$ cat config.mk
export PLATFORM = sky130hd
export DESIGN_NAME = atb_top
export DESIGN_NICKNAME = d
export VERILOG_FILES = /design/src/logic/atb_top.v
export VERILOG_INCLUDE_DIRS = /design/src /design/src/inc
export SDC_FILE = /design/constraint.sdc
export NUM_CORES = 1
export LEC_CHECK = 0
export CORE_ASPECT_RATIO = 1.25
export CORE_UTILIZATION = 50
export DETAILED_ROUTE_END_ITERATION = 10
export DONT_BUFFER_PORTS = 1
export GPL_TIMING_DRIVEN = 0
export PLACE_DENSITY = 0.74
export SLEW_MARGIN = 20
export SYNTH_ARGS = -nofsm -noshare
export SYNTH_HDL_FRONTEND = slang
export SYNTH_SLANG_ARGS = --single-unit
$ cat constraint.sdc
create_clock -name SYS_CLK -period 3.5 [get_ports SYS_CLK]
set_clock_uncertainty 0.15 [all_clocks]
set_input_delay 0 -clock SYS_CLK [delete_from_list [all_inputs] [get_ports SYS_CLK]]
set_output_delay 0 -clock SYS_CLK [all_outputs]
set_load 0.02 [all_outputs]
$ cat src/inc/atb_map.vh
// Purpose: Register map, field layout and mode codes for the timer time base
// Assumes: 32-bit register port, word addresses as byte offsets
// Notes:   Included by logic/atb_top.v, the port checker and the bench
`ifndef ATB_MAP_VH
`define ATB_MAP_VH

// Register offsets
`define ATB_CTL0_ADDR    8'h00
`define ATB_SLAVE_ADDR   8'h04
`define ATB_SWEV_ADDR    8'h08
`define ATB_FLAG_ADDR    8'h0C
`define ATB_CNT_ADDR     8'h10
`define ATB_PSC_ADDR     8'h14
`define ATB_CAR_ADDR     8'h18
`define ATB_REP_ADDR     8'h1C

// Control register 0 fields
`define ATB_CTL_EN_BIT   0
`define ATB_CTL_UPD_BIT  1
`define ATB_CTL_DIR_BIT  4
`define ATB_CTL_CAM_LO   5
`define ATB_CTL_CAM_HI   6

// Slave configuration fields
`define ATB_SMC_LO       0
`define ATB_SMC_HI       2
`define ATB_TRG_LO       4
`define ATB_TRG_HI       6
`define ATB_ECM1_BIT     14

// Other bits
`define ATB_UPG_BIT      0
`define ATB_UPF_BIT      0

// Mode codes
`define ATB_SMC_INT      3'h0
`define ATB_SMC_EXT0     3'h7
`define ATB_TRG_ITI_MAX  3'h3
`define ATB_TRG_ETI      3'h7
`define ATB_TRG_PIN1     3'h6
`define ATB_SMC_TRG1     3'h1
`define ATB_SMC_TRG2     3'h2
`define ATB_SMC_TRG3     3'h3
`define ATB_CAM_EDGE     2'h0

// Reset values and count step
`define ATB_ZERO16       16'h0000
`define ATB_ZERO8        8'h00
`define ATB_ONE16        16'h0001

`endif

$ cat src/logic/atb_top.v
// Purpose: Time base of a four-channel advanced timer: clock source, prescaler,
//          up/down/center counter, repetition and update event generation
// Assumes: All inputs synchronous to SYS_CLK; EXT_TRIGGER_IN already digitally filtered
// Notes:   Count clock is a one-cycle enable pulse inside SYS_CLK domain
//
// Summary of operation
// - Slave mode zero: kernel clock feeds prescaler
// - Modes 1,2,3,7: trigger select picks clock
// - Modes 4,5,6: kernel clock still drives prescaler
// - Mode 7, select 4-6: channel pin edges clock
// - Mode 7, select 0-3: internal trigger rising edges
// - Filtered trigger clocks if mode1 bit or 7/7
// - One prescaler pulse per filtered trigger rise
// - Prescaler divides by value plus one
// - New prescale value applied at update only
// - Up count to reload, wrap, overflow
// - Update after repeat value plus one events
// - Up mode software update clears counter
// - Down count to zero, reload, underflow
// - Down mode software update loads reload
// - Update disable blocks all update events
// - Update loads repeat, reload, prescale shadows
// - Center mode counts up then down
// - Center overflow at reload-1, underflow at 1
// - Center mode direction bit is read-only status
// - Center mode software update clears counter
// - Center mode flag set on either event
//
// Local design decisions: strobed register access and the placing of the registers.
`timescale 1ns/1ps
`include "atb_map.vh"

module atb_top (
    // Clock and reset
    input  wire        SYS_CLK,
    input  wire        RESETN,
    // Register port
    input  wire [7:0]  REG_ADDR,
    input  wire [31:0] REG_WDATA,
    input  wire        REG_WR,
    input  wire        REG_RD,
    output reg  [31:0] REG_RDATA,
    // Clock and trigger sources
    input  wire [3:0]  INTERNAL_TRIG_IN,
    input  wire        CHAN0_PIN,
    input  wire        CHAN1_PIN,
    input  wire        EXT_TRIGGER_IN,
    // Time base status
    output reg  [15:0] COUNT_VALUE,
    output reg         UPDATE_EVENT,
    output reg         UPDATE_FLAG
);

    // Software visible registers
    reg         counter_enable_q;
    reg         update_disable_q;
    reg         dir_q;
    reg  [1:0]  align_mode_sel_q;
    reg  [2:0]  slave_mode_sel_q;
    reg  [2:0]  trigger_source_sel_q;
    reg         ext_clk_mode1_en_q;
    reg  [15:0] prescale_value_q;
    reg  [15:0] reload_value_q;
    reg  [7:0]  repeat_value_q;
    // Shadows and working state
    reg  [15:0] psc_shadow_q;
    reg  [15:0] car_shadow_q;
    reg  [7:0]  rep_shadow_q;
    reg  [15:0] psc_cnt_q;
    reg  [7:0]  rep_cnt_q;
    reg  [15:0] cnt_q;
    reg  [3:0]  iti_prev_q;
    reg         ch0_prev_q;
    reg         ch1_prev_q;
    reg         eti_prev_q;

    wire wr_ctl   = REG_WR && (REG_ADDR == `ATB_CTL0_ADDR);
    wire wr_slave = REG_WR && (REG_ADDR == `ATB_SLAVE_ADDR);
    wire wr_swev  = REG_WR && (REG_ADDR == `ATB_SWEV_ADDR);
    wire wr_flag  = REG_WR && (REG_ADDR == `ATB_FLAG_ADDR);
    wire wr_cnt   = REG_WR && (REG_ADDR == `ATB_CNT_ADDR);
    wire wr_psc   = REG_WR && (REG_ADDR == `ATB_PSC_ADDR);
    wire wr_car   = REG_WR && (REG_ADDR == `ATB_CAR_ADDR);
    wire wr_rep   = REG_WR && (REG_ADDR == `ATB_REP_ADDR);
    wire sw_update_gen = wr_swev && REG_WDATA[`ATB_UPG_BIT];

    wire center = (align_mode_sel_q != `ATB_CAM_EDGE);

    // Edge detection of the external sources
    wire [3:0] iti_rise = INTERNAL_TRIG_IN & ~iti_prev_q;
    wire       ch0_edge = CHAN0_PIN ^ ch0_prev_q;
    wire       ch1_edge = CHAN1_PIN ^ ch1_prev_q;
    wire       eti_rise = EXT_TRIGGER_IN & ~eti_prev_q;

    // Trigger selected pulse; channel selects take both edges as a simplification
    function trig_pulse;
        input [2:0] sel;
        input [3:0] iti;
        input       c0;
        input       c1;
        input       et;
        begin
            if (sel <= `ATB_TRG_ITI_MAX)
                trig_pulse = iti[sel[1:0]];
            else if (sel == `ATB_TRG_ETI)
                trig_pulse = et;
            else if (sel == `ATB_TRG_PIN1)
                trig_pulse = c1;
            else
                trig_pulse = c0;
        end
    endfunction

    // Prescaler input clock select, as enable pulse
    reg prescaler_input_clk;
    always @* begin
        if (ext_clk_mode1_en_q)
            prescaler_input_clk = eti_rise;
        else begin
            case (slave_mode_sel_q)
                `ATB_SMC_INT: prescaler_input_clk = 1'b1;
                `ATB_SMC_TRG1, `ATB_SMC_TRG2, `ATB_SMC_TRG3, `ATB_SMC_EXT0:
                    prescaler_input_clk = trig_pulse(trigger_source_sel_q, iti_rise,
                                                     ch0_edge, ch1_edge, eti_rise);
                default: prescaler_input_clk = 1'b1;
            endcase
        end
    end

    // Divider by shadow value plus one
    wire tick      = counter_enable_q && prescaler_input_clk;
    wire count_clk = tick && (psc_cnt_q == psc_shadow_q);

    // Counter events
    wire overflow = count_clk && (center ?
                    (~dir_q && cnt_q == car_shadow_q - `ATB_ONE16) :
                    (~dir_q && cnt_q >= car_shadow_q));
    wire underflow = count_clk && (center ?
                    (dir_q && cnt_q == `ATB_ONE16) :
                    (dir_q && cnt_q == `ATB_ZERO16));
    wire flow      = overflow || underflow;
    wire rep_done  = (rep_cnt_q == `ATB_ZERO8);
    wire hw_update = flow && rep_done;
    wire update    = (hw_update || sw_update_gen) && !update_disable_q;

    // Edge history of the internal trigger lines, one flop per line
    genvar gi;
    generate
        for (gi = 0; gi < 4; gi = gi + 1) begin : g_iti_hist
            always @(posedge SYS_CLK or negedge RESETN) begin
                if (!RESETN)
                    iti_prev_q[gi] <= 1'b0;
                else
                    iti_prev_q[gi] <= INTERNAL_TRIG_IN[gi];
            end
        end
    endgenerate

    // Edge history of the pins; reset level matches the idle low of the lines,
    // so no false edge follows reset
    always @(posedge SYS_CLK or negedge RESETN) begin
        if (!RESETN) begin
            ch0_prev_q <= 1'b0;
            ch1_prev_q <= 1'b0;
            eti_prev_q <= 1'b0;
        end else begin
            ch0_prev_q <= CHAN0_PIN;
            ch1_prev_q <= CHAN1_PIN;
            eti_prev_q <= EXT_TRIGGER_IN;
        end
    end

    // Control and preload registers written from the register port
    always @(posedge SYS_CLK or negedge RESETN) begin
        if (!RESETN) begin
            counter_enable_q     <= 1'b0;
            update_disable_q     <= 1'b0;
            align_mode_sel_q     <= `ATB_CAM_EDGE;
            slave_mode_sel_q     <= `ATB_SMC_INT;
            trigger_source_sel_q <= 3'h0;
            ext_clk_mode1_en_q   <= 1'b0;
            prescale_value_q     <= `ATB_ZERO16;
            reload_value_q       <= `ATB_ZERO16;
            repeat_value_q       <= `ATB_ZERO8;
        end else begin
            if (wr_ctl) begin
                counter_enable_q <= REG_WDATA[`ATB_CTL_EN_BIT];
                update_disable_q <= REG_WDATA[`ATB_CTL_UPD_BIT];
                align_mode_sel_q <= REG_WDATA[`ATB_CTL_CAM_HI:`ATB_CTL_CAM_LO];
            end
            if (wr_slave) begin
                slave_mode_sel_q     <= REG_WDATA[`ATB_SMC_HI:`ATB_SMC_LO];
                trigger_source_sel_q <= REG_WDATA[`ATB_TRG_HI:`ATB_TRG_LO];
                ext_clk_mode1_en_q   <= REG_WDATA[`ATB_ECM1_BIT];
            end
            // Preloads only; divider and counter see them at the next update
            if (wr_psc)
                prescale_value_q <= REG_WDATA[15:0];
            if (wr_car)
                reload_value_q <= REG_WDATA[15:0];
            if (wr_rep)
                repeat_value_q <= REG_WDATA[7:0];
        end
    end

    // Prescaler divider; an update restarts it so a new ratio starts clean
    always @(posedge SYS_CLK or negedge RESETN) begin
        if (!RESETN)
            psc_cnt_q <= `ATB_ZERO16;
        else if (update)
            psc_cnt_q <= `ATB_ZERO16;
        else if (tick)
            psc_cnt_q <= count_clk ? `ATB_ZERO16 : psc_cnt_q + `ATB_ONE16;
    end

    // Next counter value and direction
    reg  [15:0] cnt_d;
    reg         dir_d;
    always @* begin
        cnt_d = cnt_q;
        dir_d = dir_q;
        // Direction is software owned only in edge mode
        if (wr_ctl && !center)
            dir_d = REG_WDATA[`ATB_CTL_DIR_BIT];
        if (update && sw_update_gen) begin
            if (!center && dir_q)
                cnt_d = reload_value_q;
            else
                cnt_d = `ATB_ZERO16;
            if (center)
                dir_d = 1'b0;
        end else if (wr_cnt) begin
            cnt_d = REG_WDATA[15:0];
        end else if (count_clk) begin
            if (center) begin
                // Direction turns at the ends, shown read-only
                if (!dir_q) begin
                    if (cnt_q >= car_shadow_q) begin
                        dir_d = 1'b1;
                        cnt_d = car_shadow_q - `ATB_ONE16;
                    end else begin
                        cnt_d = cnt_q + `ATB_ONE16;
                    end
                end else begin
                    if (cnt_q == `ATB_ZERO16) begin
                        dir_d = 1'b0;
                        cnt_d = `ATB_ONE16;
                    end else begin
                        cnt_d = cnt_q - `ATB_ONE16;
                    end
                end
            end else if (!dir_q) begin
                cnt_d = overflow ? `ATB_ZERO16 : cnt_q + `ATB_ONE16;
            end else begin
                cnt_d = underflow ? car_shadow_q : cnt_q - `ATB_ONE16;
            end
        end
    end

    // Counter and direction flops
    always @(posedge SYS_CLK or negedge RESETN) begin
        if (!RESETN) begin
            cnt_q <= `ATB_ZERO16;
            dir_q <= 1'b0;
        end else begin
            cnt_q <= cnt_d;
            dir_q <= dir_d;
        end
    end

    // Repetition counter; with updates disabled it still wraps on its shadow
    always @(posedge SYS_CLK or negedge RESETN) begin
        if (!RESETN)
            rep_cnt_q <= `ATB_ZERO8;
        else if (update)
            rep_cnt_q <= repeat_value_q;
        else if (flow)
            rep_cnt_q <= rep_done ? rep_shadow_q : rep_cnt_q - 8'h01;
    end

    // Shadow loads, all three on the same update
    always @(posedge SYS_CLK or negedge RESETN) begin
        if (!RESETN) begin
            psc_shadow_q <= `ATB_ZERO16;
            car_shadow_q <= `ATB_ZERO16;
            rep_shadow_q <= `ATB_ZERO8;
        end else if (update) begin
            psc_shadow_q <= prescale_value_q;
            car_shadow_q <= reload_value_q;
            rep_shadow_q <= repeat_value_q;
        end
    end

    // Sticky flag, set wins over a clear in the same cycle
    always @(posedge SYS_CLK or negedge RESETN) begin
        if (!RESETN)
            UPDATE_FLAG <= 1'b0;
        else if (update)
            UPDATE_FLAG <= 1'b1;
        else if (wr_flag && !REG_WDATA[`ATB_UPF_BIT])
            UPDATE_FLAG <= 1'b0;
    end

    // Status outputs, one cycle behind the internal state
    always @(posedge SYS_CLK or negedge RESETN) begin
        if (!RESETN) begin
            UPDATE_EVENT <= 1'b0;
            COUNT_VALUE  <= `ATB_ZERO16;
        end else begin
            UPDATE_EVENT <= update;
            COUNT_VALUE  <= cnt_q;
        end
    end

    // Read mux; unmapped offsets read as zero
    function [31:0] rd_mux;
        input [7:0] a;
        begin
            case (a)
                `ATB_CTL0_ADDR:  rd_mux = {25'h0, align_mode_sel_q, dir_q, 2'h0,
                                           update_disable_q, counter_enable_q};
                `ATB_SLAVE_ADDR: rd_mux = {17'h0, ext_clk_mode1_en_q, 7'h0,
                                           trigger_source_sel_q, 1'b0,
                                           slave_mode_sel_q};
                `ATB_FLAG_ADDR:  rd_mux = {31'h0, UPDATE_FLAG};
                `ATB_CNT_ADDR:   rd_mux = {16'h0, cnt_q};
                `ATB_PSC_ADDR:   rd_mux = {16'h0, prescale_value_q};
                `ATB_CAR_ADDR:   rd_mux = {16'h0, reload_value_q};
                `ATB_REP_ADDR:   rd_mux = {24'h0, repeat_value_q};
                default:         rd_mux = 32'h00000000;
            endcase
        end
    endfunction

    // Read data stand only in the cycle after the strobe, zero otherwise,
    // so a bus that ORs several slaves needs no extra gating
    always @(posedge SYS_CLK or negedge RESETN) begin
        if (!RESETN)
            REG_RDATA <= 32'h00000000;
        else if (REG_RD)
            REG_RDATA <= rd_mux(REG_ADDR);
        else
            REG_RDATA <= 32'h00000000;
    end

endmodule // atb_top

# Word level (Yosys, flattened, before mapping)
# Index checks and enable logic that the tools add are counted.
# W data, S select, Z words.
# totals
elab_cells	134
out_inout_bits	50
inputBits	51
mem_bits_ro	0
latchBits	0
ff_bits	189
mem_count	0
ram_bits	0
# op_classes
eq_ne	16
n_bitwise	7
muxes	39
multipliers	0
n_reduce_logical	37
magnitude_cmp	3
addsub	5
n_shift	0
div_mod_pow	0
# ops
op	n
$mux W16	14
$pmux W16 S7	1
$add A16 B1 Y16 const B	2
$eq A16 B16 Y1	2
$eq A8 B5 Y1 const B	4
$mux W32	1
$sub A16 B1 Y16 const B	2
$mux W8	3
$logic_and A1 B1 Y1	23
$mux W1	19
$eq A16 B1 Y1 const B	1
$eq A8 B4 Y1 const B	2
$ge A16 B16 Y1	1
$logic_not A16 Y1	1
$logic_not A8 Y1	2
$eq A3 B3 Y1 const B	3
$eq A8 B3 Y1 const B	1
$reduce_bool A2 Y1	4
$sub A8 B1 Y8 const B	1
$eq A3 B2 Y1 const B	2
$and A4 B4 Y4	1
$not A4 Y4	1
$reduce_or A4 Y1	1
$eq A3 B1 Y1 const B	1
other kinds (9)	14

# Logic depth before layout (Yosys ltp)
# Gate-level depths: netlist of the first run.
# logic_depth
word_depth	16
depth_mapped	13
depth_no_buf	10

# Worst setup path before layout of the first run
# No wires, ideal clock.
# synth_path
kind	flip-flop to flip-flop
start	reg car_shadow_q[2]
end	reg car_shadow_q[0]
arrival_time_ns	3.209
synth_period_minus_slack_ns	3.484
path_slack_ns	0.016
stages_incl_launch_ff	13
n_path_buf	2
setup_ns	0.125
t_required_ns	3.225
path_cell_list	dfrtp_1 clkbuf_1 inv_1 ha_1 o211ai_1 a21oi_1 o41ai_1 a31oi_1 o31ai_1 nor4_4 o21ai_2 buf_6 mux2_4
# synth_via
elab_chain_len	9
# synth_rtl
element	line	text
from (decl)	atb_top.v:67	reg [15:0] car_shadow_q;
from (signal assigned)	atb_top.v:285	car_shadow_q <= `ATB_ZERO16;
from (signal assigned)	atb_top.v:289	car_shadow_q <= reload_value_q;
$sub A16 B1 Y16 (no source line)	--	
$eq A16 B16 Y1 (no source line)	--	
$logic_and A1 B1 Y1 (no source line)	--	
$mux W1 *	atb_top.v:135	wire overflow = count_clk && (center ?
$logic_and A1 B1 Y1 *	atb_top.v:135	
$logic_or A1 B1 Y1 *	atb_top.v:141	wire flow = overflow || underflow;
$logic_and A1 B1 Y1 *	atb_top.v:143	wire hw_update = flow && rep_done;
$logic_or A1 B1 Y1 *	atb_top.v:144	wire update = (hw_update || sw_update_gen) && !update_disable_q;
$logic_and A1 B1 Y1 *	atb_top.v:144	
# Mark *: on every way between the ends. The rest lies on a longest branch, timed or not.
# A chain may end at the register's enable or synchronous reset.

# Worst setup path in the final report of the first run
# layout_path
start	reg cnt_q[0]
end	reg car_shadow_q[0]
# layout_via
elab_chain_len	8
# layout_rtl
element	line	text
from (decl)	atb_top.v:71	reg [15:0] cnt_q;
from (signal assigned)	atb_top.v:263	cnt_q <= `ATB_ZERO16;
from (signal assigned)	atb_top.v:266	cnt_q <= cnt_d;
$ge A16 B16 Y1 (tied with other cells)	atb_top.v:137	(~dir_q && cnt_q >= car_shadow_q));
$logic_and A1 B1 Y1 (on tied branches)	--	
$mux W1 (on tied branches)	atb_top.v:135, atb_top.v:138	
$logic_and A1 B1 Y1 (on tied branches)	atb_top.v:135, atb_top.v:138	
$logic_or A1 B1 Y1 *	atb_top.v:141	
$logic_and A1 B1 Y1 *	atb_top.v:143	
$logic_or A1 B1 Y1 *	atb_top.v:144	
$logic_and A1 B1 Y1 *	atb_top.v:144	
# Marks and branches as above.

==> impl_summary.log, run 1 <==
INFO  metric violations = negative hold slack
INFO  metric clock_power_share = 28.8%
INFO  metric grt_start_max_net_pins = between 150 and 200
INFO  metric final.period_utilization = 99.54%
INFO  metric cap_violations = 0
INFO  metric sw_frac_of_total = 40.30%
INFO  metric floorplan_die_height = 163.5 um
INFO  metric pwr_density_cell = 534.7 nW/um2
INFO  metric main_synth_ff_type = sky130_fd_sc_hd__dfrtp_1
INFO  metric routed_wire_length_per_instance = between 20 and 30 um
INFO  metric insertedDiodeCount = 0
INFO  metric worstMarginPinSlew = 1.023 ns
INFO  metric clk_path_buf_depth = 2
INFO  metric commonest_cells_after_routing_fill_and_taps_aside = 164 x sky130_fd_sc_hd__dfrtp_1, 81 x sky130_fd_sc_hd__nand2_1, 81 x sky130_fd_sc_hd__nor2_1, 62 x sky130_fd_sc_hd__a21oi_1, 55 x sky130_fd_sc_hd__mux2_2
INFO  metric hold_viol_final = between 150 and 200
INFO  metric portBuffers = 0
INFO  metric reg_power_share = 36.4%
INFO  metric place_hpwl = 25.42 mm
INFO  metric static-leakage-power = 5.528 nW
INFO  metric detailroute.via_count = 9166
INFO  metric die-area = 21440 um2
INFO  metric hold_buffers = 44
INFO  metric slew_headroom = 31.25%
INFO  metric mappedNetlistArea = 10430 um2
INFO  metric timing.setup.critical_path_class = flop to flop
INFO  metric whs = -0.8926 ns
INFO  metric worst_setup_path_start_kind = flop
INFO  metric setup-tns-final = 0 ns
INFO  metric final_cells = 1449
INFO  metric post_route_drc_violation_count = 0
INFO  metric filler_cell_count = 1679
INFO  metric via_per_inst = 6.326
INFO  metric synth_warn = 0
INFO  metric postRouteWirelength = 36.85 mm
INFO  metric first_global_vias = 9131
INFO  metric gr-total-overflow = 0
INFO  metric worst_hold_path_type = primary input to async pin
INFO  metric tritoncts = yes
INFO  metric cells_after_synthesis = 1064
INFO  metric synth_largest_type_area_fraction = 41.52%
INFO  metric peak_fanout_along_the_critical_path = 6
INFO  metric p_total = between 6 and 7 mW
INFO  metric antenna_violating_nets_post_route = 0
INFO  metric min_period = approximately 3.5 ns
INFO  metric io_pins = 101
INFO  metric asyncSetResetFlopFracSynth = 100.0%
INFO  metric ctsHtreeMaxLevel = 4
INFO  metric grt_pass1_wl = 55.79 mm
INFO  metric run_status = complete, but fails checks
INFO  metric clk_root_buffer_cell = sky130_fd_sc_hd__clkbuf_16
INFO  metric endpoint_kind = flop
INFO  metric synth_seq_area_share = 41.52%
INFO  metric netlist-cell-type-count = 79
INFO  metric place.detailed.instances = 1349
INFO  metric synth_top_cells_by_area = sky130_fd_sc_hd__dfrtp_1 42%, sky130_fd_sc_hd__mux2_2 5.9%, sky130_fd_sc_hd__mux2_4 5.5%, sky130_fd_sc_hd__xnor2_1 4.7%, sky130_fd_sc_hd__nor2_1 3.0%
INFO  metric die_width = 131.2 um
INFO  metric cts_num_sinks = roughly 170
INFO  metric area_growth = 18.96%
INFO  metric core_box_area = 20250 um2
INFO  metric total_grt_usage = 35.27%
INFO  metric final_max_slew_viol_count = 0
INFO  metric power.net_switching = 2.673 mW
INFO  metric power.ir.vdd_worst = between 0.3 and 0.4 mV
INFO  metric worstSkewPairLatency = about 0.44 ns
INFO  metric synth_edf_count = 0
INFO  metric pwr-share-comb = 34.8%
INFO  metric p_int = 3.960 mW
INFO  metric arrival = between 3 and 4 ns
INFO  metric detailedRoute.firstPassIterationCount = 8
INFO  metric first_iter_violations = 817
INFO  metric commonest_non_fill_non_tap_cell_in_the_layout = sky130_fd_sc_hd__dfrtp_1
INFO  metric num-nets-final = approximately 1200
INFO  metric cp_data_required_time = approximately 3.7 ns
INFO  metric floorplan.initialDensity = 51.50%
INFO  metric grt_setup_unrepaired = yes
INFO  metric yosys.area.top_type = sky130_fd_sc_hd__dfrtp_1
INFO  metric grt_antenna_before_repair = 0
INFO  metric ys_ff_latch = about 170
INFO  metric setup_viol = 0
INFO  metric place.gp.congestion = 1.014
INFO  metric fmaxAchievable = between 200 and 300 MHz
INFO  metric avgSynthCellArea = between 9 and 10 um2
INFO  metric rows = 58
INFO  metric share_of_post_route_cells_with_drive_strength_above_1 = 20.95%
INFO  metric cts-buffers-inserted = 17
INFO  metric cts.reportedPaths.clkPinSlew = 0.08 ns
[cell families (layout without fill, tap and decap cells)]
group                    Yosys count  count (layout)  synth area share (%)
AO/OA/AOI/OAI                    246             246                 15.46
multiplexers                     100             100                 12.08
adder cells (fa/ha/maj)           23              23                 2.760
AND/OR/NAND/NOR                  323             323                 15.85
other                              1              16               0.03596
XOR/XNOR                          86              86                 7.355
buffers and inverters            112             212                 4.944
flip-flops                       173             173                 41.52
[power by group through the flow]
stage	Clock, mW	Combinational, mW	Sequential [mW]
global route	2.00	2.42	2.43
floorplan	0	1.30	2.36
finish	1.91	2.31	2.41
detailed placement	0	1.90	2.44
global placement	0	1.91	2.43
CTS	1.93	2.17	2.40
[stage by stage]
| stage | hold slack, ns | setup slack (ns) | util (%) | cell area (um2) |
|---|---|---|---|---|
| floorplan | -0.4456 | 0.01593 | - | 10480 |
| global placement | -0.4355 | -1.707 | 53.45 | 10820 |
| detailed placement | -0.4402 | -1.487 | 53.48 | 10830 |
| CTS | -0.9118 | 0.0003895 | 60.47 | 12240 |
| global route | -0.9138 | -0.04186 | 61.27 | 12400 |
| finish | -0.8926 | 0.01620 | 61.27 | 12400 |
[critical path, stage by stage, from the launching register on]
cell	delay (ns)
sky130_fd_sc_hd__dfrtp_2	0.47
sky130_fd_sc_hd__inv_2	0.15
sky130_fd_sc_hd__ha_1	0.26
sky130_fd_sc_hd__or3_1	0.39
sky130_fd_sc_hd__a31oi_1	0.22
sky130_fd_sc_hd__o2111ai_1	0.14
sky130_fd_sc_hd__a2111o_1	0.42
sky130_fd_sc_hd__nor4_4	0.26
sky130_fd_sc_hd__buf_4	0.19
sky130_fd_sc_hd__o21ai_4	0.09
sky130_fd_sc_hd__buf_12	0.17
sky130_fd_sc_hd__buf_12	0.14
sky130_fd_sc_hd__mux2_4	0.31
[flip-flops by register name, summed over array words and instances (netlist names), 2 cells and up]
register              count
COUNT_VALUE              16
REG_RDATA                16
align_mode_sel_q          2
car_shadow_q             16
cnt_q                    16
iti_prev_q                4
prescale_value_q         16
psc_cnt_q                16
psc_shadow_q             16
reload_value_q           16
rep_cnt_q                 8
rep_shadow_q              8
repeat_value_q            8
slave_mode_sel_q          3
trigger_source_sel_q      3
[cells in the mapped netlist, drive strengths merged, types with 7 or more instances]
cell and count:
dfrtp 173, mux2 93, nor2 85, nand2 81, a21oi 62, xnor2 56, o21ai 52, clkbuf 47
a22oi 37, inv 34, buf 31, xor2 29, nor3 26, nand3 25, ha 23, nand4 19
nor4 15, and3 13, o211ai 13, a31oi 10, or3 10, a211oi 9, and2 8, mux2i 7
o31ai 7, or2 7
[path summary, 6_finish.rpt]
path,start,to,slack [ns],cells after the start
max,cnt_q[0]$_DFFE_PN0P_,car_shadow_q[0]$_DFFE_PN0P_,0.02,12
min,RESETN,COUNT_VALUE[1]$_DFF_PN0_,-0.89,0
max reg2reg,cnt_q[0]$_DFFE_PN0P_,car_shadow_q[0]$_DFFE_PN0P_,0.02,12
min reg2reg,cnt_q[8]$_DFFE_PN0P_,COUNT_VALUE[8]$_DFF_PN0_,0.26,0
max in group asynchronous,RESETN,car_shadow_q[11]$_DFFE_PN0P_,3.75,0
min in group SYS_CLK,REG_ADDR[4],REG_RDATA[5]$_DFF_PN0_,0.03,4
[repair_timing]
| action | CTS | global route |
|---|---|---|
| resized for setup | 43 | 34 |
| setup buffers | 21 | 11 |
| endpoints found under the setup margin | 67 | 62 |
| hold endpoints to repair | 254 | 173 |
| pin swaps | 9 | 10 |
| gates cloned | 1 | 0 |
[metal layers]
| layer | part of all wire [%] | GRT usage [%] | vias to the layer above |
|---|---|---|---|
| li1 | - | - | 4029 |
| met1 | 39 | 42.71 | 4447 |
| met2 | 47 | 57.42 | 531 |
| met3 | 7.6 | 6.394 | 159 |
| met4 | 7.2 | 24.28 | 0 |
| met5 | 0 | 0 | - |
[area by class of cell]
class | instances | area (um2) | share of cell area (%)
Buffer | 69 | 399.1 | 3.218
Clock buffer | 17 | 425.4 | 3.429
Clock inverter | 15 | 176.4 | 1.422
Inverter | 34 | 130.1 | 1.049
Multi-Input combinational cell | 794 | 5853 | 47.19
Sequential cell | 173 | 4340 | 34.99
Tap cell | 270 | 337.8 | 2.723
Timing Repair Buffer | 77 | 742.0 | 5.981
Power figures use the tool's default switching activity.
==> run 2: changes to the inputs <==
--- a/config.mk
+++ b/config.mk
@@ -8,6 +8,7 @@
 export LEC_CHECK = 0
 export CORE_ASPECT_RATIO = 1.25
 export CORE_UTILIZATION = 50
+export CTS_BUF_LIST = sky130_fd_sc_hd__clkbuf_8
 export DETAILED_ROUTE_END_ITERATION = 10
 export DONT_BUFFER_PORTS = 1
 export GPL_TIMING_DRIVEN = 0
==> run 2 against run 1 <==
  * The flow still finishes with violations (negative hold slack)
  * Sequential share of layout area about the same
  * Hold slack lost 0.061 ns
  * Highest routed layer unchanged
  * Register-to-register slack barely moved
  * Total power fell by 6.0%
  * Largest cell class unchanged
  * Count of clock-buffer cells in the layout is the same
  * Global-route usage up 0.30 points
  * Critical path depth is 1 lower
  * Sequential power about the same
  * Fmax decreased by 0.40%
  * Final cell count is 1.1% higher
  * Clock power fell by 25%
  * Flip-flop and latch count stayed put
==> impl_summary.log, run 2 (synthesized netlist as in run 1, its figures left out) <==
INFO  metric worst_hold_path_type = primary input to async pin
INFO  metric area_growth = 18.91% (about the same)
INFO  metric slew_headroom = 28.28% (-3.0 points)
INFO  metric worstSkewPairLatency = 0.49 ns (+0.05 ns)
INFO  metric detailroute.via_count = 9404 (+2.6%)
INFO  metric via_per_inst = 6.419 (+1.5%)
INFO  metric hold_buffers = 49 (+11%)
INFO  metric setup_viol = 0 (unchanged)
INFO  metric reg_power_share = 38.7% (+2.3 points)
INFO  metric register_area = 4344 um2 (about the same)
INFO  metric peak_fanout_along_the_critical_path = 7 (+1)
INFO  metric topRoutingLayerUsed = met4
INFO  metric die-area = 21440 um2 (unchanged)
INFO  metric crit_path_max_incr_delay = 0.57 ns (+0.10 ns)
INFO  metric reg2reg_depth = 11 (-1)
INFO  metric power.net_switching = 2.658 mW (-0.57%)
INFO  metric gr-total-overflow = 0 (unchanged)
INFO  metric final.period_utilization = 99.93% (+0.39 points)
INFO  metric cap_violations = 0 (unchanged)
INFO  metric cts.reportedPaths.clkPinSlew = 0.11 ns (+0.03 ns)
INFO  metric static-leakage-power = 5.524 nW (about the same)
INFO  metric worst_setup_path_start_kind = flop
INFO  metric cts_num_sinks = 173 (unchanged)
INFO  metric commonest_cells_after_routing_fill_and_taps_aside = 161 x sky130_fd_sc_hd__dfrtp_1, 81 x sky130_fd_sc_hd__nand2_1, 81 x sky130_fd_sc_hd__nor2_1, 61 x sky130_fd_sc_hd__a21oi_1, 55 x sky130_fd_sc_hd__mux2_2
INFO  metric met1Wirelength = 14.31 mm (+0.25%)
INFO  metric clk_root_buffer_cell = sky130_fd_sc_hd__clkbuf_8
INFO  metric first_iter_violations = 1018 (+25%)
INFO  metric cp_data_required_time = 3.72 ns (+0.05 ns)
INFO  metric final_max_slew_viol_count = 0 (unchanged)
INFO  metric floorplan.initialDensity = 51.50% (unchanged)
INFO  metric clock_power_share = 23.1% (-5.7 points)
INFO  metric post_route_drc_violation_count = 0 (unchanged)
INFO  metric timing.critical_path.from = car_shadow_q[7]$_DFFE_PN0P_
INFO  metric routed_wire_length_per_instance = 25.77 um (+1.3%)
INFO  metric p_total = 6.236 mW (-6.0%)
INFO  metric multiInputGateArea = 5856 um2 (about the same)
INFO  metric wl_met2 = 17.41 mm (+1.5%)
INFO  metric share_of_post_route_cells_with_drive_strength_above_1 = 22.03% (+1.1 points)
INFO  metric antenna_violating_nets_post_route = 0 (unchanged)
INFO  metric setup.reg_to_reg.worst_slack = 0.002 ns (about the same)
INFO  metric sw_frac_of_total = 42.62% (+2.3 points)
INFO  metric portBuffers = 0 (unchanged)
INFO  metric crit_path_end = car_shadow_q[0]$_DFFE_PN0P_
INFO  metric first_global_vias = 9246 (+1.3%)
INFO  metric num-nets-final = 1255 (+1.2%)
INFO  metric final_cells = 1465 (+1.1%)
INFO  metric place.gp.congestion = 1.014 (unchanged)
INFO  metric met3RoutedLength = 2.960 mm (+6.4%)
INFO  metric run_status = complete, but fails checks
INFO  metric detailedRoute.firstPassIterationCount = 6 (-2)
INFO  metric io_pins = 101 (unchanged)
INFO  metric min_period = 3.498 ns (+0.01381 ns)
INFO  metric arrival = 3.72 ns (+0.07 ns)
INFO  metric worstPathCellList = or4_4, nor4_4, and2_4, xnor2_1, a2111o_1, nor4_4, buf_4, o21ai_4, buf_12, buf_12, mux2_4
INFO  metric whs = -0.9532 ns (-0.06058 ns)
INFO  metric grt_antenna_before_repair = 1 (+1)
INFO  metric filler_cell_count = 1668 (-0.66%)
INFO  metric fmaxAchievable = 285.9 MHz (-0.40%)
INFO  metric violations = negative hold slack
INFO  metric final_critical_path_setup_slack = 0.002389 ns (-0.01381 ns)
INFO  metric commonest_non_fill_non_tap_cell_in_the_layout = sky130_fd_sc_hd__dfrtp_1
INFO  metric grt_start_max_net_pins = 174 (unchanged)
INFO  metric pwr-share-comb = 38.1% (+3.3 points)
INFO  metric worstMarginPinSlew = 1.066 ns (+0.04263 ns)
INFO  metric timing.rr.start = car_shadow_q[7]$_DFFE_PN0P_
INFO  metric pre_cts_ws = -1.487 ns (unchanged)
INFO  metric floorplan_die_height = 163.5 um (unchanged)
INFO  metric cts-buffers-inserted = 17 (unchanged)
INFO  metric endpoint_kind = flop
INFO  metric core_box_area = 20250 um2 (unchanged)
INFO  metric p_int = 3.578 mW (-9.6%)
INFO  metric destination_of_the_worst_register_to_register_timing_path = car_shadow_q[0]$_DFFE_PN0P_
INFO  metric grt_pass1_wl = 56.12 mm (+0.59%)
INFO  metric rows = 58 (unchanged)
INFO  metric place_hpwl = 25.42 mm (unchanged)
INFO  metric ctsHtreeMaxLevel = 4 (unchanged)
INFO  metric pwr_density_cell = 502.9 nW/um2 (-5.9%)
INFO  metric timing.setup.critical_path_class = flop to flop
INFO  metric clk_path_buf_depth = 2 (unchanged)
INFO  metric place.detailed.instances = 1349 (unchanged)
INFO  metric die_width = 131.2 um (unchanged)
INFO  metric power.ir.vdd_worst = 0.5443 mV (+61%)
INFO  metric slowest_stage = sky130_fd_sc_hd__or4_4
INFO  metric postRouteWirelength = 37.76 mm (+2.5%)
INFO  metric tritoncts = yes
INFO  metric hold_viol_final = 173 (unchanged)
INFO  metric total_grt_usage = 35.57% (+0.30 points)
INFO  metric grt_setup_unrepaired = yes
run 2: final cells by class:
class | count | area share [%]
Multi-Input combinational cell | 794 | 47.23
Sequential cell | 173 | 35.04
Timing Repair Buffer | 90 | 7.154
Buffer | 71 | 3.441
Tap cell | 270 | 2.725
Clock buffer | 17 | 1.887
Clock inverter | 15 | 1.423
Inverter | 34 | 1.090
Antenna cell | 1 | 0.02018
run 2: worst max-delay path, delay by kind of cell (launching register included):
| family | cells | cell delay, ns |
|---|---|---|
| and+or+nand+nor | 4 | 1.28 |
| AOI/OAI and AO/OA | 2 | 0.55 |
| DFF | 1 | 0.50 |
| buffers and inverters | 3 | 0.50 |
| muxes | 1 | 0.31 |
| xor gates and xnor gates | 1 | 0.07 |
run 2: timing repair:
action                                  CTS  global route
resized for setup                        43            41
setup buffers                            23            15
pin swaps                                 9            14
hold endpoints to repair                255           173
cloned                                    1             2
endpoints found under the setup margin   67            61
run 2: worst min-delay path by stage:
| stage | from | endpoint |
|---|---|---|
| floorplan | RESETN | COUNT_VALUE[0]$_DFF_PN0_ |
| global placement | RESETN | REG_RDATA[9]$_DFF_PN0_ |
| detailed placement | RESETN | COUNT_VALUE[1]$_DFF_PN0_ |
| CTS | RESETN | COUNT_VALUE[1]$_DFF_PN0_ |
| global route | RESETN | car_shadow_q[9]$_DFFE_PN0P_ |
| finish | RESETN | COUNT_VALUE[1]$_DFF_PN0_ |
run 2: power by group through the flow:
stage	sequential (mW)	combinational, mW	clock [mW]
finish	2.41	2.38	1.44
global route	2.43	2.48	1.53
CTS	2.40	2.23	1.45
detailed placement	2.44	1.90	0
global placement	2.43	1.91	0
floorplan	2.36	1.30	0
run 2: per-layer routing:
layer / track usage (%) / up-vias
met5: 0 / -
met4: 26.68 / 0
met3: 6.269 / 192
met2: 57.54 / 560
met1: 42.65 / 4584
li1: - / 4068
run 2: stage by stage:
step                      hold slack (ns)  util [%]  TNS, ns  instance area (um2)
after floorplan                   -0.4456         -        0                10480
after global placement            -0.4355     53.45  -100.50                10820
after detailed placement          -0.4402     53.48   -87.28                10830
after CTS                         -0.9758     59.83        0                12110
after global routing              -0.9815     61.24   -2.237                12400
final                             -0.9532     61.24        0                12400
==> run 3: changes to the inputs <==
--- a/config.mk
+++ b/config.mk
@@ -12,7 +12,7 @@
 export DETAILED_ROUTE_END_ITERATION = 10
 export DONT_BUFFER_PORTS = 1
 export GPL_TIMING_DRIVEN = 0
-export PLACE_DENSITY = 0.74
+export PLACE_DENSITY = 0.72
 export SLEW_MARGIN = 20
 export SYNTH_ARGS = -nofsm -noshare
 export SYNTH_HDL_FRONTEND = slang
==> constraint.sdc (replaced) <==
create_clock -name SYS_CLK -period 4.45 [get_ports SYS_CLK]
set_clock_uncertainty 0.15 [all_clocks]
set_input_delay 0 -clock SYS_CLK [delete_from_list [all_inputs] [get_ports SYS_CLK]]
set_output_delay 0 -clock SYS_CLK [all_outputs]
set_load 0.02 [all_outputs]
==> run 3 against run 2 <==
  * The run still ends with negative hold slack left
  * Flip-flop and latch count stayed put
  * Via count is 4.0% lower
  * Die area stayed put
  * Count of clock-buffer cells in the layout is 2 higher
  * First-iteration DRC count is 16% lower
  * Clock power is 20% lower
  * Fmax is 19% lower
  * Setup slack better by 0.12 ns
  * Hold slack better by 0.94 ns
  * Critical path type unchanged
  * Largest cell class unchanged
==> impl_summary.log, run 3 (synthesized netlist as in run 1, its figures left out) <==
INFO  metric area_growth = 13.21%
INFO  metric endpoint_kind = flop
INFO  metric ctsHtreeMaxLevel = 4 (unchanged)
INFO  metric arrival = 4.55 ns (+0.83 ns)
INFO  metric hold_viol_final = 13 (-92%)
INFO  metric setup.reg_to_reg.worst_slack = 0.12 ns (+0.12 ns)
INFO  metric die-area = 21440 um2 (unchanged)
INFO  metric min_period = 4.331 ns (+0.8332 ns)
INFO  metric slew_headroom = 25.95% (-2.3 points)
INFO  metric violations = negative hold slack
INFO  metric peak_fanout_along_the_critical_path = 10 (+3)
INFO  metric total_grt_usage = 34.54% (-1.0 points)
INFO  metric timing.setup.critical_path_class = flop to flop
INFO  metric timing.rr.start = car_shadow_q[3]$_DFFE_PN0P_
INFO  metric setup_viol = 0 (unchanged)
INFO  metric tritoncts = yes
INFO  metric cts.reportedPaths.clkPinSlew = 0.11 ns (about the same)
INFO  metric floorplan_die_height = 163.5 um (unchanged)
INFO  metric clk_root_buffer_cell = sky130_fd_sc_hd__clkbuf_8
INFO  metric first_iter_violations = 854 (-16%)
INFO  metric power.ir.vdd_worst = 0.2477 mV (-54%)
INFO  metric grt_start_max_net_pins = 174 (unchanged)
INFO  metric fmaxAchievable = 230.9 MHz (-19%)
INFO  metric rows = 58 (unchanged)
INFO  metric timing.critical_path.from = car_shadow_q[3]$_DFFE_PN0P_
INFO  metric die_width = 131.2 um (unchanged)
INFO  metric portBuffers = 0 (unchanged)
INFO  metric detailedRoute.firstPassIterationCount = 6 (unchanged)
INFO  metric gr-total-overflow = 0 (unchanged)
INFO  metric static-leakage-power = 5.227 nW (-5.4%)
INFO  metric num-nets-final = 1224 (-2.5%)
INFO  metric core_box_area = 20250 um2 (unchanged)
INFO  metric p_total = 4.692 mW (-25%)
INFO  metric cp_data_required_time = 4.67 ns (+0.95 ns)
INFO  metric cts_num_sinks = 173 (unchanged)
INFO  metric grt_setup_unrepaired = no
INFO  metric via_per_inst = 6.297 (-1.9%)
INFO  metric floorplan.initialDensity = 51.50% (unchanged)
INFO  metric post_route_drc_violation_count = 0 (unchanged)
INFO  metric first_global_vias = 9201 (-0.49%)
INFO  metric routed_wire_length_per_instance = 24.90 um (-3.4%)
INFO  metric insertedDiodeCount = 0 (-1)
INFO  metric share_of_post_route_cells_with_drive_strength_above_1 = 15.31% (-6.7 points)
INFO  metric worst_hold_path_type = primary input to async pin
INFO  metric pre_cts_ws = -0.4284 ns (+1.058 ns)
INFO  metric final_max_slew_viol_count = 0 (unchanged)
INFO  metric worstSkewPairLatency = 0.48 ns (about the same)
INFO  metric place_hpwl = 25.39 mm (about the same)
INFO  metric commonest_non_fill_non_tap_cell_in_the_layout = sky130_fd_sc_hd__dfrtp_1
INFO  metric grt_pass1_wl = 55.12 mm (-1.8%)
INFO  metric pwr_density_cell = 397.5 nW/um2 (-21%)
INFO  metric whs = -0.01346 ns (+0.9398 ns)
INFO  metric commonest_cells_after_routing_fill_and_taps_aside = 173 x sky130_fd_sc_hd__dfrtp_1, 84 x sky130_fd_sc_hd__nor2_1, 81 x sky130_fd_sc_hd__nand2_1, 62 x sky130_fd_sc_hd__a21oi_1, 56 x sky130_fd_sc_hd__xnor2_1
INFO  metric filler_cell_count = 1772 (+6.2%)
INFO  metric place.gp.congestion = 0.9919 (-2.1%)
INFO  metric cap_violations = 0 (unchanged)
INFO  metric detailroute.via_count = 9024 (-4.0%)
INFO  metric final_critical_path_setup_slack = 0.1192 ns (+0.1168 ns)
INFO  metric worstMarginPinSlew = 1.103 ns (+0.03740 ns)
INFO  metric worst_setup_path_start_kind = flop
INFO  metric final.period_utilization = 97.32% (-2.6 points)
INFO  metric antenna_violating_nets_post_route = 0 (unchanged)
INFO  metric io_pins = 101 (unchanged)
INFO  metric grt_antenna_before_repair = 0 (-1)
INFO  metric run_status = complete, but fails checks
INFO  metric postRouteWirelength = 35.69 mm (-5.5%)
INFO  metric clk_path_buf_depth = 2 (unchanged)
INFO  metric cts-buffers-inserted = 17 (unchanged)
run 3: cell count changes in the layout (fill, tap and decap cells not counted), moves of 4 or more:
cell,before,now
sky130_fd_sc_hd__clkbuf_1,36,47
sky130_fd_sc_hd__inv_2,6,0
sky130_fd_sc_hd__dfrtp_1,161,173
sky130_fd_sc_hd__buf_12,6,0
sky130_fd_sc_hd__inv_1,25,34
sky130_fd_sc_hd__dfrtp_2,12,0
sky130_fd_sc_hd__buf_4,51,18
sky130_fd_sc_hd__clkbuf_2,4,0
run 3: area by class of cell:
type	count	area (um2)	share of cell area, %
multi-input combinational	794	5682	48.13
sequential	173	4329	36.67
timing repair buffer	52	533.0	4.515
buffer	78	387.9	3.286
tap	270	337.8	2.862
clock buffer	19	261.5	2.215
clock inverter	13	146.4	1.240
inverter	34	127.6	1.081
run 3: where the power goes:
part           switching (mW)  internal [mW]  total, mW
Clock                   0.702          0.450       1.15
Combinational            1.11          0.543       1.66
Sequential              0.192           1.69       1.88
run 3: critical path, cell delays in order (launching register included):
cell                       delay (ns)
sky130_fd_sc_hd__dfrtp_1         0.64
sky130_fd_sc_hd__inv_1           0.15
sky130_fd_sc_hd__ha_1            0.34
sky130_fd_sc_hd__o211ai_1        0.09
sky130_fd_sc_hd__a21oi_1         0.09
sky130_fd_sc_hd__o41ai_2         0.65
sky130_fd_sc_hd__a31oi_4         0.35
sky130_fd_sc_hd__o31ai_4         0.55
sky130_fd_sc_hd__clkbuf_1        0.58
sky130_fd_sc_hd__a21oi_1         0.13
sky130_fd_sc_hd__a21boi_0        0.16
sky130_fd_sc_hd__o31ai_1         0.33
run 3: final timing paths:
| path | endpoint | cells after the start |
|---|---|---|
| setup / recovery | cnt_q[12]$_DFFE_PN0P_ | 11 |
| hold / removal | REG_RDATA[10]$_DFF_PN0_ | 2 |
| setup reg to reg | cnt_q[12]$_DFFE_PN0P_ | 11 |
| hold reg to reg | COUNT_VALUE[10]$_DFF_PN0_ | 0 |
| max in group asynchronous | COUNT_VALUE[15]$_DFF_PN0_ | 2 |
| min in group SYS_CLK | REG_RDATA[5]$_DFF_PN0_ | 4 |
run 3: per-layer routing:
layer	vias up	GRT usage [%]	wire length (um)
met1	4421	41.66	13960
li1	4007	-	-
met3	127	4.655	2414
met2	469	56.87	16700
met4	0	25.56	2610
met5	-	0	0
run 3: timing repair:
action / 4_1_cts / 5_1_grt
buffers inserted: 0 / 2
endpoints found under the setup margin: 63 / 46
hold endpoints to repair: 255 / 0
hold buffers: 50 / 0
gates resized for setup: 4 / 1
run 3: per-stage QoR:
| step | cells | TNS (ns) | utilization [%] | instance area [um2] |
|---|---|---|---|---|
| detailed placement | 1349 | -18.41 | 53.47 | 10830 |
| finish | 1433 | 0 | 58.31 | 11810 |
| global placement | 1349 | -40.54 | 53.45 | 10820 |
| CTS | 1431 | 0 | 58.19 | 11780 |
| floorplan | 1079 | 0 | - | 10480 |
| global route | 1433 | 0 | 58.31 | 11810 |
